### src/core/qgc_map.vh
// constants and timing figures for the quasi-resonant gate control core
`ifndef QGC_MAP_VH
`define QGC_MAP_VH

// ----------------------------------------------------------------
// clock and conversion of times to cycles (least times round up)
// ----------------------------------------------------------------
`define QGC_CLK_NS 4
`define QGC_NS_CYC(ns) (((ns) + `QGC_CLK_NS - 1) / `QGC_CLK_NS)
`define QGC_US_CYC(us) `QGC_NS_CYC((us) * 1000)
`define QGC_MS_CYC(ms) `QGC_NS_CYC((ms) * 1000000)

// ----------------------------------------------------------------
// timing figures in their own units
// ----------------------------------------------------------------
`define QGC_SS_SRC_OFF_US 12
`define QGC_SS_STEP_MS 3
`define QGC_SS_TOTAL_MS 24
`define QGC_UDC_TRIG_MS 50
`define QGC_RESTART_US 50
`define QGC_RING_SHORT_US 3
`define QGC_RING_LONG_US 30

// ----------------------------------------------------------------
// widths and reset values
// ----------------------------------------------------------------
`define QGC_CNT_W 24
`define QGC_CNT_ZERO 24'h000000
`define QGC_CNT_ONE 24'h000001
`define QGC_CNT_W_ZC 4
`define QGC_ZC_ZERO 4'h0
`define QGC_ZC_ONE 4'h1
`define QGC_ZC_MAX 4'hf
`define QGC_UDC_LOAD 4'h1
`define QGC_UDC_RST 4'h1
`define QGC_SINK_W 3
`define QGC_SINK_RST 3'h7
`define QGC_SINK_ZERO 3'h0
`define QGC_SINK_ONE 3'h1

// ----------------------------------------------------------------
// comparator input vector bit positions
// ----------------------------------------------------------------
`define QGC_IN_W 7
`define QGC_IN_RST 7'h00
`define QGC_IN_SUPPLY 0
`define QGC_IN_ZC50 1
`define QGC_IN_ZC1V 2
`define QGC_IN_PCSFB 3
`define QGC_IN_FBLO 4
`define QGC_IN_FBHI 5
`define QGC_IN_FBJUMP 6

`endif

### src/core/qgc_sync.v
// two-stage synchroniser for a vector of comparator levels
`timescale 1ns/1ps
`default_nettype none
`include "qgc_map.vh"

module qgc_sync
(
  input wire clk,
  input wire rst_b,
  input wire [`QGC_IN_W-1:0] async_in,
  output reg [`QGC_IN_W-1:0] sync_out
);

  reg [`QGC_IN_W-1:0] meta_r;

  // first stage feeds only the second stage
  always @(posedge clk)
  begin
    if (!rst_b)
    begin
      meta_r <= `QGC_IN_RST;
      sync_out <= `QGC_IN_RST;
    end
    else
    begin
      meta_r <= async_in;
      sync_out <= meta_r;
    end
  end

endmodule
`default_nettype wire

### src/core/qgc_timer.v
// loadable down-counter with busy level and expiry pulse
`timescale 1ns/1ps
`default_nettype none
`include "qgc_map.vh"

module qgc_timer
(
  input wire clk,
  input wire rst_b,
  input wire load,
  input wire [`QGC_CNT_W-1:0] load_val,
  output wire busy,
  output wire expire
);

  reg [`QGC_CNT_W-1:0] cnt_r;

  // load has priority; count stops at zero
  always @(posedge clk)
  begin
    if (!rst_b)
      cnt_r <= `QGC_CNT_ZERO;
    else if (load)
      cnt_r <= load_val;
    else if (cnt_r != `QGC_CNT_ZERO)
      cnt_r <= cnt_r - `QGC_CNT_ONE;
  end

  assign busy = (cnt_r != `QGC_CNT_ZERO);
  // last counted cycle; a reload in the same cycle cancels it
  assign expire = (cnt_r == `QGC_CNT_ONE) && !load;

endmodule
`default_nettype wire

### src/core/qgc_top.v
// sequencing core of a quasi-resonant flyback gate controller
// Function
// RULE1 - gate held low in start-up mode
// RULE2 - supply above threshold enables reference, soft start
// RULE3 - charge source on, off after 12 us
// RULE4 - sink setting lowered one step every 3 ms
// RULE5 - soft start ends at 24 ms, sink off
// RULE6 - clamp asserted whenever gate is low
// RULE7 - falling zero crossing increments zero-current counter
// RULE8 - gate on when counters equal, unblocked
// RULE9 - zero-cross input above 50 mV forces gate low
// RULE10 - current reaching feedback: gate low, start ringing timer
// RULE11 - no turn-on until ringing timer expires
// RULE12 - ringing time 3 us above 1V, else 30 us
// RULE13 - 4-bit up-down counter of crossings to skip
// RULE14 - 50 ms trigger acts on flags, then clears them
// RULE15 - restart pulse every 50 us when idle low
// RULE16 - zero-current counter cleared at each turn-on
// RULE17 - comparator inputs synchronised, falling edges from samples
`timescale 1ns/1ps
`default_nettype none
`include "qgc_map.vh"

module qgc_top
#(
  parameter [`QGC_CNT_W-1:0] SS_STEP_CYC = `QGC_MS_CYC(`QGC_SS_STEP_MS),
  parameter [`QGC_CNT_W-1:0] SS_TOTAL_CYC = `QGC_MS_CYC(`QGC_SS_TOTAL_MS),
  parameter [`QGC_CNT_W-1:0] UDC_TRIG_CYC = `QGC_MS_CYC(`QGC_UDC_TRIG_MS),
  parameter [`QGC_CNT_W-1:0] RESTART_CYC = `QGC_US_CYC(`QGC_RESTART_US),
  parameter [`QGC_CNT_W-1:0] RING_LONG_CYC = `QGC_US_CYC(`QGC_RING_LONG_US)
)
(
  input wire clk,
  input wire rst_b,
  input wire supply_above_on,
  input wire zc_above_50mv,
  input wire zc_above_1v,
  input wire pcs_at_feedback,
  input wire fb_below_3v5,
  input wire fb_above_4v4,
  input wire fb_above_4v8,
  output reg gate_out,
  output reg pcs_clamp,
  output reg ref_enable,
  output reg ss_source_en,
  output reg ss_sink_en,
  output reg [`QGC_SINK_W-1:0] ss_sink_level,
  output reg softstart_active,
  output reg [`QGC_CNT_W_ZC-1:0] udc_value,
  output reg [`QGC_CNT_W_ZC-1:0] zcc_value
);

  // ----------------------------------------------------------------
  // constants
  // ----------------------------------------------------------------
  localparam [2:0] ST_STARTUP = 3'h1;
  localparam [2:0] ST_SOFT = 3'h2;
  localparam [2:0] ST_RUN = 3'h4;
  localparam [`QGC_CNT_W-1:0] SS_SRC_OFF_CYC = `QGC_US_CYC(`QGC_SS_SRC_OFF_US);
  localparam [`QGC_CNT_W-1:0] RING_SHORT_CYC = `QGC_US_CYC(`QGC_RING_SHORT_US);

  // saturating step of a 4-bit counter, up or down
  function [`QGC_CNT_W_ZC-1:0] sat_step;
    input [`QGC_CNT_W_ZC-1:0] val;
    input up;
    begin
      if (up)
        sat_step = (val == `QGC_ZC_MAX) ? val : val + `QGC_ZC_ONE;
      else
        sat_step = (val == `QGC_ZC_ZERO) ? val : val - `QGC_ZC_ONE;
    end
  endfunction

  // ----------------------------------------------------------------
  // input synchronisation
  // ----------------------------------------------------------------
  wire [`QGC_IN_W-1:0] raw_in;
  wire [`QGC_IN_W-1:0] syn_in;
  reg zc50_prev_r;

  assign raw_in = {fb_above_4v8, fb_above_4v4, fb_below_3v5, pcs_at_feedback,
                   zc_above_1v, zc_above_50mv, supply_above_on};

  qgc_sync u_sync
  (
    .clk(clk),
    .rst_b(rst_b),
    .async_in(raw_in), // RULE17
    .sync_out(syn_in)
  );

  wire supply_ok = syn_in[`QGC_IN_SUPPLY];
  wire zc_hi = syn_in[`QGC_IN_ZC50];
  wire zc_over_1v = syn_in[`QGC_IN_ZC1V];
  wire pcs_hit = syn_in[`QGC_IN_PCSFB];
  wire fb_lo = syn_in[`QGC_IN_FBLO];
  wire fb_hi = syn_in[`QGC_IN_FBHI];
  wire fb_jump = syn_in[`QGC_IN_FBJUMP];

  // falling edge taken from the second stage, never the first
  always @(posedge clk)
  begin
    if (!rst_b)
      zc50_prev_r <= 1'b0;
    else
      zc50_prev_r <= zc_hi;
  end

  wire zc_fall = zc50_prev_r && !zc_hi; // RULE17

  // ----------------------------------------------------------------
  // start-up and soft-start sequencing
  // ----------------------------------------------------------------
  reg [2:0] state_r;
  reg [`QGC_CNT_W-1:0] ss_cnt_r;
  reg [`QGC_CNT_W-1:0] step_cnt_r;

  // reset is only released while the part sits in start-up mode
  always @(posedge clk)
  begin
    if (!rst_b)
    begin
      state_r <= ST_STARTUP;
      ref_enable <= 1'b0;
      ss_source_en <= 1'b0;
      ss_sink_en <= 1'b0;
      ss_sink_level <= `QGC_SINK_RST;
      softstart_active <= 1'b0;
      ss_cnt_r <= `QGC_CNT_ZERO;
      step_cnt_r <= `QGC_CNT_ZERO;
    end
    else
    begin
      case (state_r)
        ST_STARTUP:
        begin
          if (supply_ok)
          begin
            state_r <= ST_SOFT; // RULE2
            ref_enable <= 1'b1; // RULE2
            softstart_active <= 1'b1;
            ss_source_en <= 1'b1; // RULE3
            ss_sink_en <= 1'b1;
            ss_sink_level <= `QGC_SINK_RST;
            ss_cnt_r <= `QGC_CNT_ZERO;
            step_cnt_r <= `QGC_CNT_ZERO;
          end
        end
        ST_SOFT:
        begin
          ss_cnt_r <= ss_cnt_r + `QGC_CNT_ONE;
          // charge source only for the first few microseconds
          if (ss_cnt_r == SS_SRC_OFF_CYC - `QGC_CNT_ONE)
            ss_source_en <= 1'b0; // RULE3
          // sink weakens in steps so the feedback node climbs gradually
          if (step_cnt_r == SS_STEP_CYC - `QGC_CNT_ONE)
          begin
            step_cnt_r <= `QGC_CNT_ZERO;
            if (ss_sink_level != `QGC_SINK_ZERO)
              ss_sink_level <= ss_sink_level - `QGC_SINK_ONE; // RULE4
          end
          else
            step_cnt_r <= step_cnt_r + `QGC_CNT_ONE;
          if (ss_cnt_r == SS_TOTAL_CYC - `QGC_CNT_ONE)
          begin
            state_r <= ST_RUN; // RULE5
            softstart_active <= 1'b0;
            ss_sink_en <= 1'b0; // RULE5
            ss_sink_level <= `QGC_SINK_ZERO;
            ss_source_en <= 1'b0;
          end
        end
        ST_RUN:
          state_r <= ST_RUN;
        default:
        begin
          state_r <= ST_STARTUP;
          ref_enable <= 1'b0;
          softstart_active <= 1'b0;
          ss_source_en <= 1'b0;
          ss_sink_en <= 1'b0;
        end
      endcase
    end
  end

  wire active = (state_r == ST_SOFT) || (state_r == ST_RUN);

  // ----------------------------------------------------------------
  // frequency-reduction up-down counter
  // ----------------------------------------------------------------
  reg [`QGC_CNT_W-1:0] trig_cnt_r;
  reg flag_lo_r;
  reg flag_hi_r;
  reg flag_jump_r;
  wire trig = active && (trig_cnt_r == UDC_TRIG_CYC - `QGC_CNT_ONE);

  // periodic trigger, free running once the reference is up
  always @(posedge clk)
  begin
    if (!rst_b || !active || trig)
      trig_cnt_r <= `QGC_CNT_ZERO;
    else
      trig_cnt_r <= trig_cnt_r + `QGC_CNT_ONE;
  end

  // range flags: a sample in the trigger cycle survives the clear
  always @(posedge clk)
  begin
    if (!rst_b)
    begin
      flag_lo_r <= 1'b0;
      flag_hi_r <= 1'b0;
      flag_jump_r <= 1'b0;
    end
    else if (trig)
    begin
      flag_lo_r <= fb_lo; // RULE14
      flag_hi_r <= fb_hi;
      flag_jump_r <= fb_jump;
    end
    else if (active)
    begin
      flag_lo_r <= flag_lo_r | fb_lo;
      flag_hi_r <= flag_hi_r | fb_hi;
      flag_jump_r <= flag_jump_r | fb_jump;
    end
  end

  // load beats decrement beats increment
  always @(posedge clk)
  begin
    if (!rst_b)
      udc_value <= `QGC_UDC_RST; // RULE13
    else if (trig)
    begin
      if (flag_jump_r)
        udc_value <= `QGC_UDC_LOAD; // RULE14
      else if (flag_hi_r)
        udc_value <= sat_step(udc_value, 1'b0); // RULE14
      else if (flag_lo_r)
        udc_value <= sat_step(udc_value, 1'b1); // RULE14
    end
  end

  // ----------------------------------------------------------------
  // ringing suppression and restart timers
  // ----------------------------------------------------------------
  reg gate_nxt;
  wire turn_off_pcs = gate_out && pcs_hit;
  wire ring_busy;
  wire restart_busy;
  wire restart_fire;
  wire idle_low = active && !zc_hi && !gate_out;

  qgc_timer u_ring
  (
    .clk(clk),
    .rst_b(rst_b),
    .load(turn_off_pcs), // RULE10
    .load_val(zc_over_1v ? RING_SHORT_CYC : RING_LONG_CYC), // RULE12
    .busy(ring_busy),
    .expire()
  );

  // reload when idle ends or the count runs out, giving an exact period
  qgc_timer u_restart
  (
    .clk(clk),
    .rst_b(rst_b),
    .load(!idle_low || !restart_busy),
    .load_val(RESTART_CYC - `QGC_CNT_ONE),
    .busy(restart_busy),
    .expire(restart_fire) // RULE15
  );

  // ----------------------------------------------------------------
  // zero-current counter and gate decision
  // ----------------------------------------------------------------
  wire zc_match = (zcc_value == udc_value); // RULE8
  wire blocked = !active || zc_hi || ring_busy; // RULE11

  // turn-off causes win over any turn-on in the same cycle
  always @*
  begin
    gate_nxt = gate_out;
    if (!active)
      gate_nxt = 1'b0; // RULE1
    else if (zc_hi)
      gate_nxt = 1'b0; // RULE9
    else if (turn_off_pcs)
      gate_nxt = 1'b0; // RULE10
    else if (!gate_out && !blocked && (zc_match || restart_fire))
      gate_nxt = 1'b1; // RULE8
  end

  // counter restarts with each switching period
  always @(posedge clk)
  begin
    if (!rst_b)
      zcc_value <= `QGC_ZC_ZERO;
    else if (gate_nxt && !gate_out)
      zcc_value <= `QGC_ZC_ZERO; // RULE16
    else if (zc_fall && !gate_out)
      zcc_value <= sat_step(zcc_value, 1'b1); // RULE7
  end

  // clamp follows the gate so the simulation node never floats
  always @(posedge clk)
  begin
    if (!rst_b)
    begin
      gate_out <= 1'b0; // RULE1
      pcs_clamp <= 1'b1;
    end
    else
    begin
      gate_out <= gate_nxt;
      pcs_clamp <= !gate_nxt; // RULE6
    end
  end

endmodule
`default_nettype wire

### config.mk
export PLATFORM = sky130hd
export DESIGN_NAME = qgc_top
export DESIGN_NICKNAME = d
export VERILOG_FILES = /design/src/core/qgc_sync.v /design/src/core/qgc_timer.v /design/src/core/qgc_top.v
export VERILOG_INCLUDE_DIRS = /design/src /design/src/core
export SDC_FILE = /design/constraint.sdc
export NUM_CORES = 1
export LEC_CHECK = 0
export BUFFER_PORTS_ARGS = -buffer_cell sky130_fd_sc_hd__buf_2
export CORE_ASPECT_RATIO = 1.75
export CORE_MARGIN = 2
export CORE_UTILIZATION = 52
export DETAILED_ROUTE_END_ITERATION = 6
export PLACE_DENSITY = 0.69
export SYNTH_ARGS = -nofsm -noshare
export SYNTH_HDL_FRONTEND = slang
export SYNTH_SLANG_ARGS = --single-unit
### constraint.sdc
create_clock -name clk -period 2.54 [get_ports clk]
set_input_delay 0.127 -clock clk [delete_from_list [all_inputs] [get_ports clk]]
set_output_delay 0.127 -clock clk [all_outputs]
set_load 0.005 [all_outputs]
---- Yosys cells after proc, flatten, opt, wreduce, memory -nomap -nowiden ----
Index checks and enable logic that the tools add are counted.
word-level totals
  output and inout bits ................... 17
  bits in registers ....................... 157
  input bits .............................. 9
  logic and storage cells ................. 140
cells by class
  reduce and logical (&&, ||, !) cells .... 46
  bitwise gates (word level) .............. 7
  add/subtract/negate cells ............... 9
  eq/ne operators ......................... 18
  multiplexer cells ....................... 39
operators with widths
  cell                   number
  $mux 24                4
  $pmux 24 s2            2
  $add 24x1->24 const B  3
  $reduce_bool 24->1     2
  $sub 24x1->24 const B  2
  $mux 14                2
  $eq 24x1->1 const B    1
  $eq 24x12->1 const B   1
  $eq 24x20->1 const B   1
  $eq 24x23->1 const B   1
  $eq 24x24->1 const B   1
  $mux 4                 5
  $mux 3                 6
  $ne 3x3->1 const B     5
  $mux 1                 14
  $mux 13                1
  $logic_and 1x1->1      10
  $logic_not 1->1        9
  $pmux 3 s3             1
  $add 4x1->4 const B    2
  $eq 4x4->1 const B     2
  $reduce_and 2->1       4
  $reduce_and 4->1       2
  $reduce_bool 2->1      4
  other kinds (18)       34

---- Logic depth before layout (Yosys ltp) ----
  depth in word-level cells ............... 16
  depth in mapped cells ................... 8
  mapped depth without buffers ............ 7

---- By module ----
Synthesis repeated with hierarchy kept, for this count alone.
second synthesis, totals
  cell total of the unflattened synthesis .. 956
  area total of the unflattened synthesis .. 8065.2 um2
by module, submodules not included
  module     area an instance (um2)  instances  cells each  seq. area each (um2)
  qgc_top    4828.4                  1          591         1901.8
  qgc_timer  1422.6                  2          168         480.5
  qgc_sync   391.6                   1          29          280.3

---- Worst setup path before layout ----
Ideal clock, no wire load.
  kind .................................... flip-flop to flip-flop
  from .................................... reg u_restart.cnt_r[16]
  to ...................................... reg zcc_value[0]
  arrival time ............................ 2.107 ns
  buffers on the path ..................... 1
  setup slack ............................. 0.294 ns
  library setup time ...................... 0.139 ns
  data required time ...................... 2.401 ns
  cell stages (with the launch flop) ...... 7
  period minus slack after synthesis ...... 2.246 ns
  cells stage by stage .................... dfxtp_1 > or4_4 > and4b_1 > clkbuf_1 > a41oi_1 > o41ai_1 > nor2_1
between the ends
  longest elaborated chain between the ends .. 13
ends and longest elaborated chain
  item                                 RTL line        RTL
  start, declared                      qgc_timer.v:16  reg [`QGC_CNT_W-1:0] cnt_r;
  start signal, assigned               qgc_timer.v:22  cnt_r <= `QGC_CNT_ZERO;
  start signal, assigned               qgc_timer.v:24  cnt_r <= load_val;
  start signal, assigned               qgc_timer.v:26  cnt_r <= cnt_r - `QGC_CNT_ONE;
  $reduce_bool 24->1 (no source line)  --
  $logic_not 1->1                      qgc_top.v:271   .load(!idle_low || !restart_busy),
  $logic_or 1x1->1                     qgc_top.v:271
  $logic_not 1->1                      qgc_timer.v:31  assign expire = (cnt_r == `QGC_CNT_ONE) && !load;
  $logic_and 1x1->1 *                  qgc_timer.v:31
  $logic_or 1x1->1 *                   qgc_top.v:293   else if (!gate_out && !blocked && (zc_match || restart_fire))
  $logic_and 1x1->1 *                  qgc_top.v:293
  $mux 1 *                             qgc_top.v:293
  $mux 1 *                             qgc_top.v:291   else if (turn_off_pcs)
  $mux 1 *                             qgc_top.v:289   else if (zc_hi)
  $mux 1 *                             qgc_top.v:287   if (!active)
  $logic_and 1x1->1 *                  qgc_top.v:302   else if (gate_nxt && !gate_out)
  $reduce_or 2->1 (no source line) *   --
  end signal, assigned                 qgc_top.v:301   zcc_value <= `QGC_ZC_ZERO;
  end signal, assigned                 qgc_top.v:303   zcc_value <= `QGC_ZC_ZERO;
  end signal, assigned                 qgc_top.v:305   zcc_value <= sat_step(zcc_value, 1'b1);
  end, declared                        qgc_top.v:50    output reg [`QGC_CNT_W_ZC-1:0] zcc_value
Every way passes the cells marked *; elsewhere a longest branch is shown, timed or not.
A chain may end at the register's enable or synchronous reset.

---- Final worst setup path ----
  from .................................... reg u_ring.cnt_r[2]
  to ...................................... reg u_ring.cnt_r[23]
between the ends
  longest elaborated chain between the ends .. 3
ends and longest elaborated chain
  item                            RTL line        RTL
  start, declared                 qgc_timer.v:16
  start signal, assigned          qgc_timer.v:22
  start signal, assigned          qgc_timer.v:24
  start signal, assigned          qgc_timer.v:26
  $sub 24x1->24 (no source line)  --
  $mux 24                         qgc_timer.v:25  else if (cnt_r != `QGC_CNT_ZERO)
  $mux 24                         qgc_timer.v:23  else if (load)
Several ways; a longest one is shown, not always the timed one. The select of a mux whose other input is x is not followed.

==> results.sh <==
export IMPL_run_status="complete, no violations"
export IMPL_clk_insertion_delay_late_ns=0.42
export IMPL_floorplan_rows=58
export IMPL_hold_slack_final_ns=0.104
export IMPL_cp_cell_sequence="or4_4 -> or4_4 -> buf_4 -> or4_1 -> a21oi_1"
export IMPL_max_slew_worst_pin_slew_ns=0.846
export IMPL_route_detailed_vias_per_inst=6.15
export IMPL_grtUsageTotal_pct=24.6
export IMPL_die_area_mm2=0.0156
export IMPL_most_frequently_used_flop_master_after_synthesis="sky130_fd_sc_hd__dfxtp_1"
export IMPL_core_region_area_mm2=0.0144
export IMPL_post_synth_top_area_fraction_pct=41.4
export IMPL_place_hpwl_mm=13.0
export IMPL_post_route_min_period_ns=2.38
export IMPL_post_cts_setup_buffers=0
export IMPL_cp_max_fo=12
export IMPL_worst_r2r_setup_slack_ns=0.16
export IMPL_netlist_instances=887
export IMPL_root_buffer="sky130_fd_sc_hd__clkbuf_16"
export IMPL_synth_top_cells_by_area="sky130_fd_sc_hd__dfxtp_1 41%, sky130_fd_sc_hd__nor2_1 4.7%, sky130_fd_sc_hd__xnor2_1 4.0%"
export IMPL_layout_cells_most_common_list="157 x sky130_fd_sc_hd__dfxtp_1, 95 x sky130_fd_sc_hd__nor2_1, 64 x sky130_fd_sc_hd__nand2_1"
export IMPL_wl_per_cell_um=16.3
export IMPL_number_of_max_cap_violations=0
export IMPL_power_density_cell_area_mw_per_mm2=794
export IMPL_drt_pre_antenna_iters=6
export IMPL_total_leakage_power_nw=3.11
export IMPL_worstReg2RegStart="u_ring.cnt_r[2]"
export IMPL_antenna_cells=0
export IMPL_cts_buffers=17
export IMPL_cpMostUsedCell="sky130_fd_sc_hd__or4_4"
export IMPL_global_route_overflow_total=0
export IMPL_tritoncts="built"
export IMPL_drtIter0Drc=311
export IMPL_floorplan_die_width_um=95.4
export IMPL_detailroute_via_count=6844
export IMPL_placement_io_buffers=25
export IMPL_cp_data_arrival_time_ns=2.73
export IMPL_ir_drop_uv=531
export IMPL_largest_buffer_count_on_any_clock_path=2
export IMPL_leading_area_contributor_after_synthesis="sky130_fd_sc_hd__dfxtp_1"
export IMPL_timing_rr_end="u_ring.cnt_r[23]"
export IMPL_critPathSlowestCell="sky130_fd_sc_hd__or4_4"
export IMPL_final_critical_path_setup_slack_ns=0.159
export IMPL_clk_pin_slew_ns=0.07
export IMPL_period_share_pct=93.7
export IMPL_grt_pass1_wl_mm=31.1
export IMPL_setup_violations=0
export IMPL_drt_wl_total_mm=18.2
export IMPL_timing_critical_path_from_type="flop"
export IMPL_required_ns=2.89
export IMPL_placement_setup_worst_slack_ns=0.143
export IMPL_most_frequent_standard_cell_in_the_layout_excluding_fill_and_tap_cells="sky130_fd_sc_hd__dfxtp_1"
export IMPL_die_height_um=164
export IMPL_synth_area_per_cell_um2=8.57
export IMPL_via_count_of_the_first_global_routing_pass=6750
export IMPL_rsz_0062_raised_after_global_routing="no"
export IMPL_route_antenna_remaining_nets=0
export IMPL_max_freq_mhz=420
export IMPL_initial_core_util_pct=52.9
export IMPL_critical_path_depth=5
export IMPL_timing_critical_path_max_delay_family="simple AND/OR/NAND/NOR gates"
export IMPL_synthDistinctLibCells=62
export IMPL_critPathMaxStageDelay_ns=0.60
export IMPL_yosys_register_bits=157
export IMPL_setup_tns_final_ns=0
export IMPL_relative_slew_margins_pct=43.4
export IMPL_critPathLaunch="u_ring.cnt_r[2]"
export IMPL_yosys_warnings=0
export IMPL_layout_area_overhead_vs_synth_pct=13.3
export IMPL_fin_skew_ns=0.0144
export IMPL_n_fill_cell=1306
export IMPL_grt_start_max_net_pins=30
export IMPL_drc=0
export IMPL_final_max_slew_viol_count=0
export IMPL_place_inst=1073
export IMPL_hold_viol=0
export IMPL_worst_path_buf_inv=1
export IMPL_async_reset_ff_share_pct=0
export IMPL_globalplace_congestion=0.899
export IMPL_crit_type="flop to flop"
export IMPL_setup_worst_path_end_class="flop"
export IMPL_synthesis_area_mm2=0.00760
export IMPL_synth_enable_flop_cells=0
export IMPL_syn_nets=910
export IMPL_hp_class="input pin to flop"
export IMPL_layout_nets=942
export IMPL_fin_cells=1112
export IMPL_clock_tree_htree_level_count=4
export IMPL_post_route_cells_drive_above_1_share_pct=13.0
export IMPL_initial_antenna_violation_count=0
export IMPL_synth_yosys_seq_area_share_pct=41.4
export IMPL_top_level_ports=26
export IMPL_r2r_cells=5
export IMPL_cts_sink_count=157
export IMPL_worstSetupEndpoint="u_ring.cnt_r[23]"
cell families after synthesis:
| logic type | Yosys count | synth area share, % |
|---|---|---|
| buffers and inverters | 66 | 3.33 |
| XOR/XNOR | 53 | 6.11 |
| AO/OA/AOI/OAI | 176 | 16.0 |
| AND/OR/NAND/NOR | 404 | 28.4 |
| multiplexers | 17 | 2.39 |
| flip-flops | 157 | 41.4 |
| adder cells (fa/ha/maj) | 14 | 2.40 |
cell type report:
type	instances	area, µm²	area share, %
tap	180	225	2.62
sequential	157	3140	36.5
multi-input combinational	664	4220	49.0
inverter	23	86.3	1.00
clock buffer	17	425	4.94
timing repair buffer	56	375	4.36
clock inverter	15	133	1.54
state kept, by name, summed over array words and instances, names as in the netlist:
| name | cells |
|---|---|
| ss_cnt_r | 24 |
| step_cnt_r | 24 |
| trig_cnt_r | 24 |
| u_restart.cnt_r | 24 |
| u_ring.cnt_r | 24 |
| u_sync.meta_r | 7 |
| u_sync.sync_out | 7 |
| udc_value | 4 |
| zcc_value | 4 |
| ss_sink_level | 3 |
| state_r | 3 |
| flag_hi_r | 1 |
| flag_jump_r | 1 |
| flag_lo_r | 1 |
| gate_out | 1 |
| pcs_clamp | 1 |
| ref_enable | 1 |
| softstart_active | 1 |
| ss_source_en | 1 |
| zc50_prev_r | 1 |
repair_timing:
item | in CTS | in global routing
endpoints found under the hold margin | 7 | 0
setup endpoints to repair | 0 | 2
hold buffers | 7 | 0
gates resized for setup | 0 | 2
worst reg2reg max path: cells and delay by family (launching register included):
kind	cells	cell delay (ns)
flops	1	0.37
compound gates	1	0.15
buf+inv	1	0.19
simple gates	3	1.60
worst min-delay path by stage:
| stage | end | startpoint | cells past startpoint | slack, ns |
|---|---|---|---|---|
| final | u_ring.cnt_r[8] | rst_b | 3 | 0.10 |
| after detailed placement | u_sync.meta_r[3] | pcs_at_feedback | 2 | 0.34 |
| after global routing | u_ring.cnt_r[8] | rst_b | 3 | 0.10 |
| after CTS | u_ring.cnt_r[8] | rst_b | 3 | 0.1 |
| after floorplan | u_sync.meta_r[0] | supply_above_on | 1 | 0.25 |
| after global placement | u_sync.meta_r[6] | fb_above_4v8 | 2 | 0.33 |
metal layers:
metal	track usage (%)	wire length, µm	vias up
li1	-	-	3340
met2	44.7	9760	142
met3	4.27	522	44
met5	0	0	-
met1	27.2	7310	3318
met4	11.6	576	0
stage by stage:
step	instance area [µm²]	power, mW	util (%)
floorplan	7600	3.92	-
global placement	7970	4.35	55.5
detailed placement	7970	4.41	55.5
CTS	8600	6.84	59.8
global route	8610	7.18	59.9
finish	8610	6.83	59.9
power by group:
group / switching (mW) / internal, mW / total [mW]
Sequential: 0.176 / 2.64 / 2.82
Clock: 1.12 / 1.29 / 2.41
Combinational: 0.956 / 0.653 / 1.61
synthesized netlist by cell type, types with 6 or more instances:
cell type,count
sky130_fd_sc_hd__a311oi_1,15
sky130_fd_sc_hd__xor2_1,18
sky130_fd_sc_hd__nand3_1,38
sky130_fd_sc_hd__mux2_2,9
sky130_fd_sc_hd__and2_1,22
sky130_fd_sc_hd__a31o_2,11
sky130_fd_sc_hd__xnor2_1,35
sky130_fd_sc_hd__nand2_1,64
sky130_fd_sc_hd__dfxtp_1,157
sky130_fd_sc_hd__nor3_1,40
sky130_fd_sc_hd__o41ai_1,6
sky130_fd_sc_hd__o31ai_1,11
sky130_fd_sc_hd__o211ai_1,7
sky130_fd_sc_hd__nor2_1,95
sky130_fd_sc_hd__nand3b_1,6
sky130_fd_sc_hd__o211a_1,6
sky130_fd_sc_hd__a41oi_1,10
sky130_fd_sc_hd__nand4_1,20
sky130_fd_sc_hd__mux2i_1,8
sky130_fd_sc_hd__or3_1,17
sky130_fd_sc_hd__and3_1,18
sky130_fd_sc_hd__clkbuf_1,38
sky130_fd_sc_hd__o21ai_0,18
sky130_fd_sc_hd__a21oi_1,54
sky130_fd_sc_hd__and4_1,9
sky130_fd_sc_hd__inv_1,22
sky130_fd_sc_hd__a31oi_1,12
sky130_fd_sc_hd__ha_1,13
sky130_fd_sc_hd__nor4_1,19
sky130_fd_sc_hd__nor3b_1,7
sky130_fd_sc_hd__or4_1,14
sky130_fd_sc_hd__or2_2,8
Note: power is estimated with default switching activity, not from simulation.
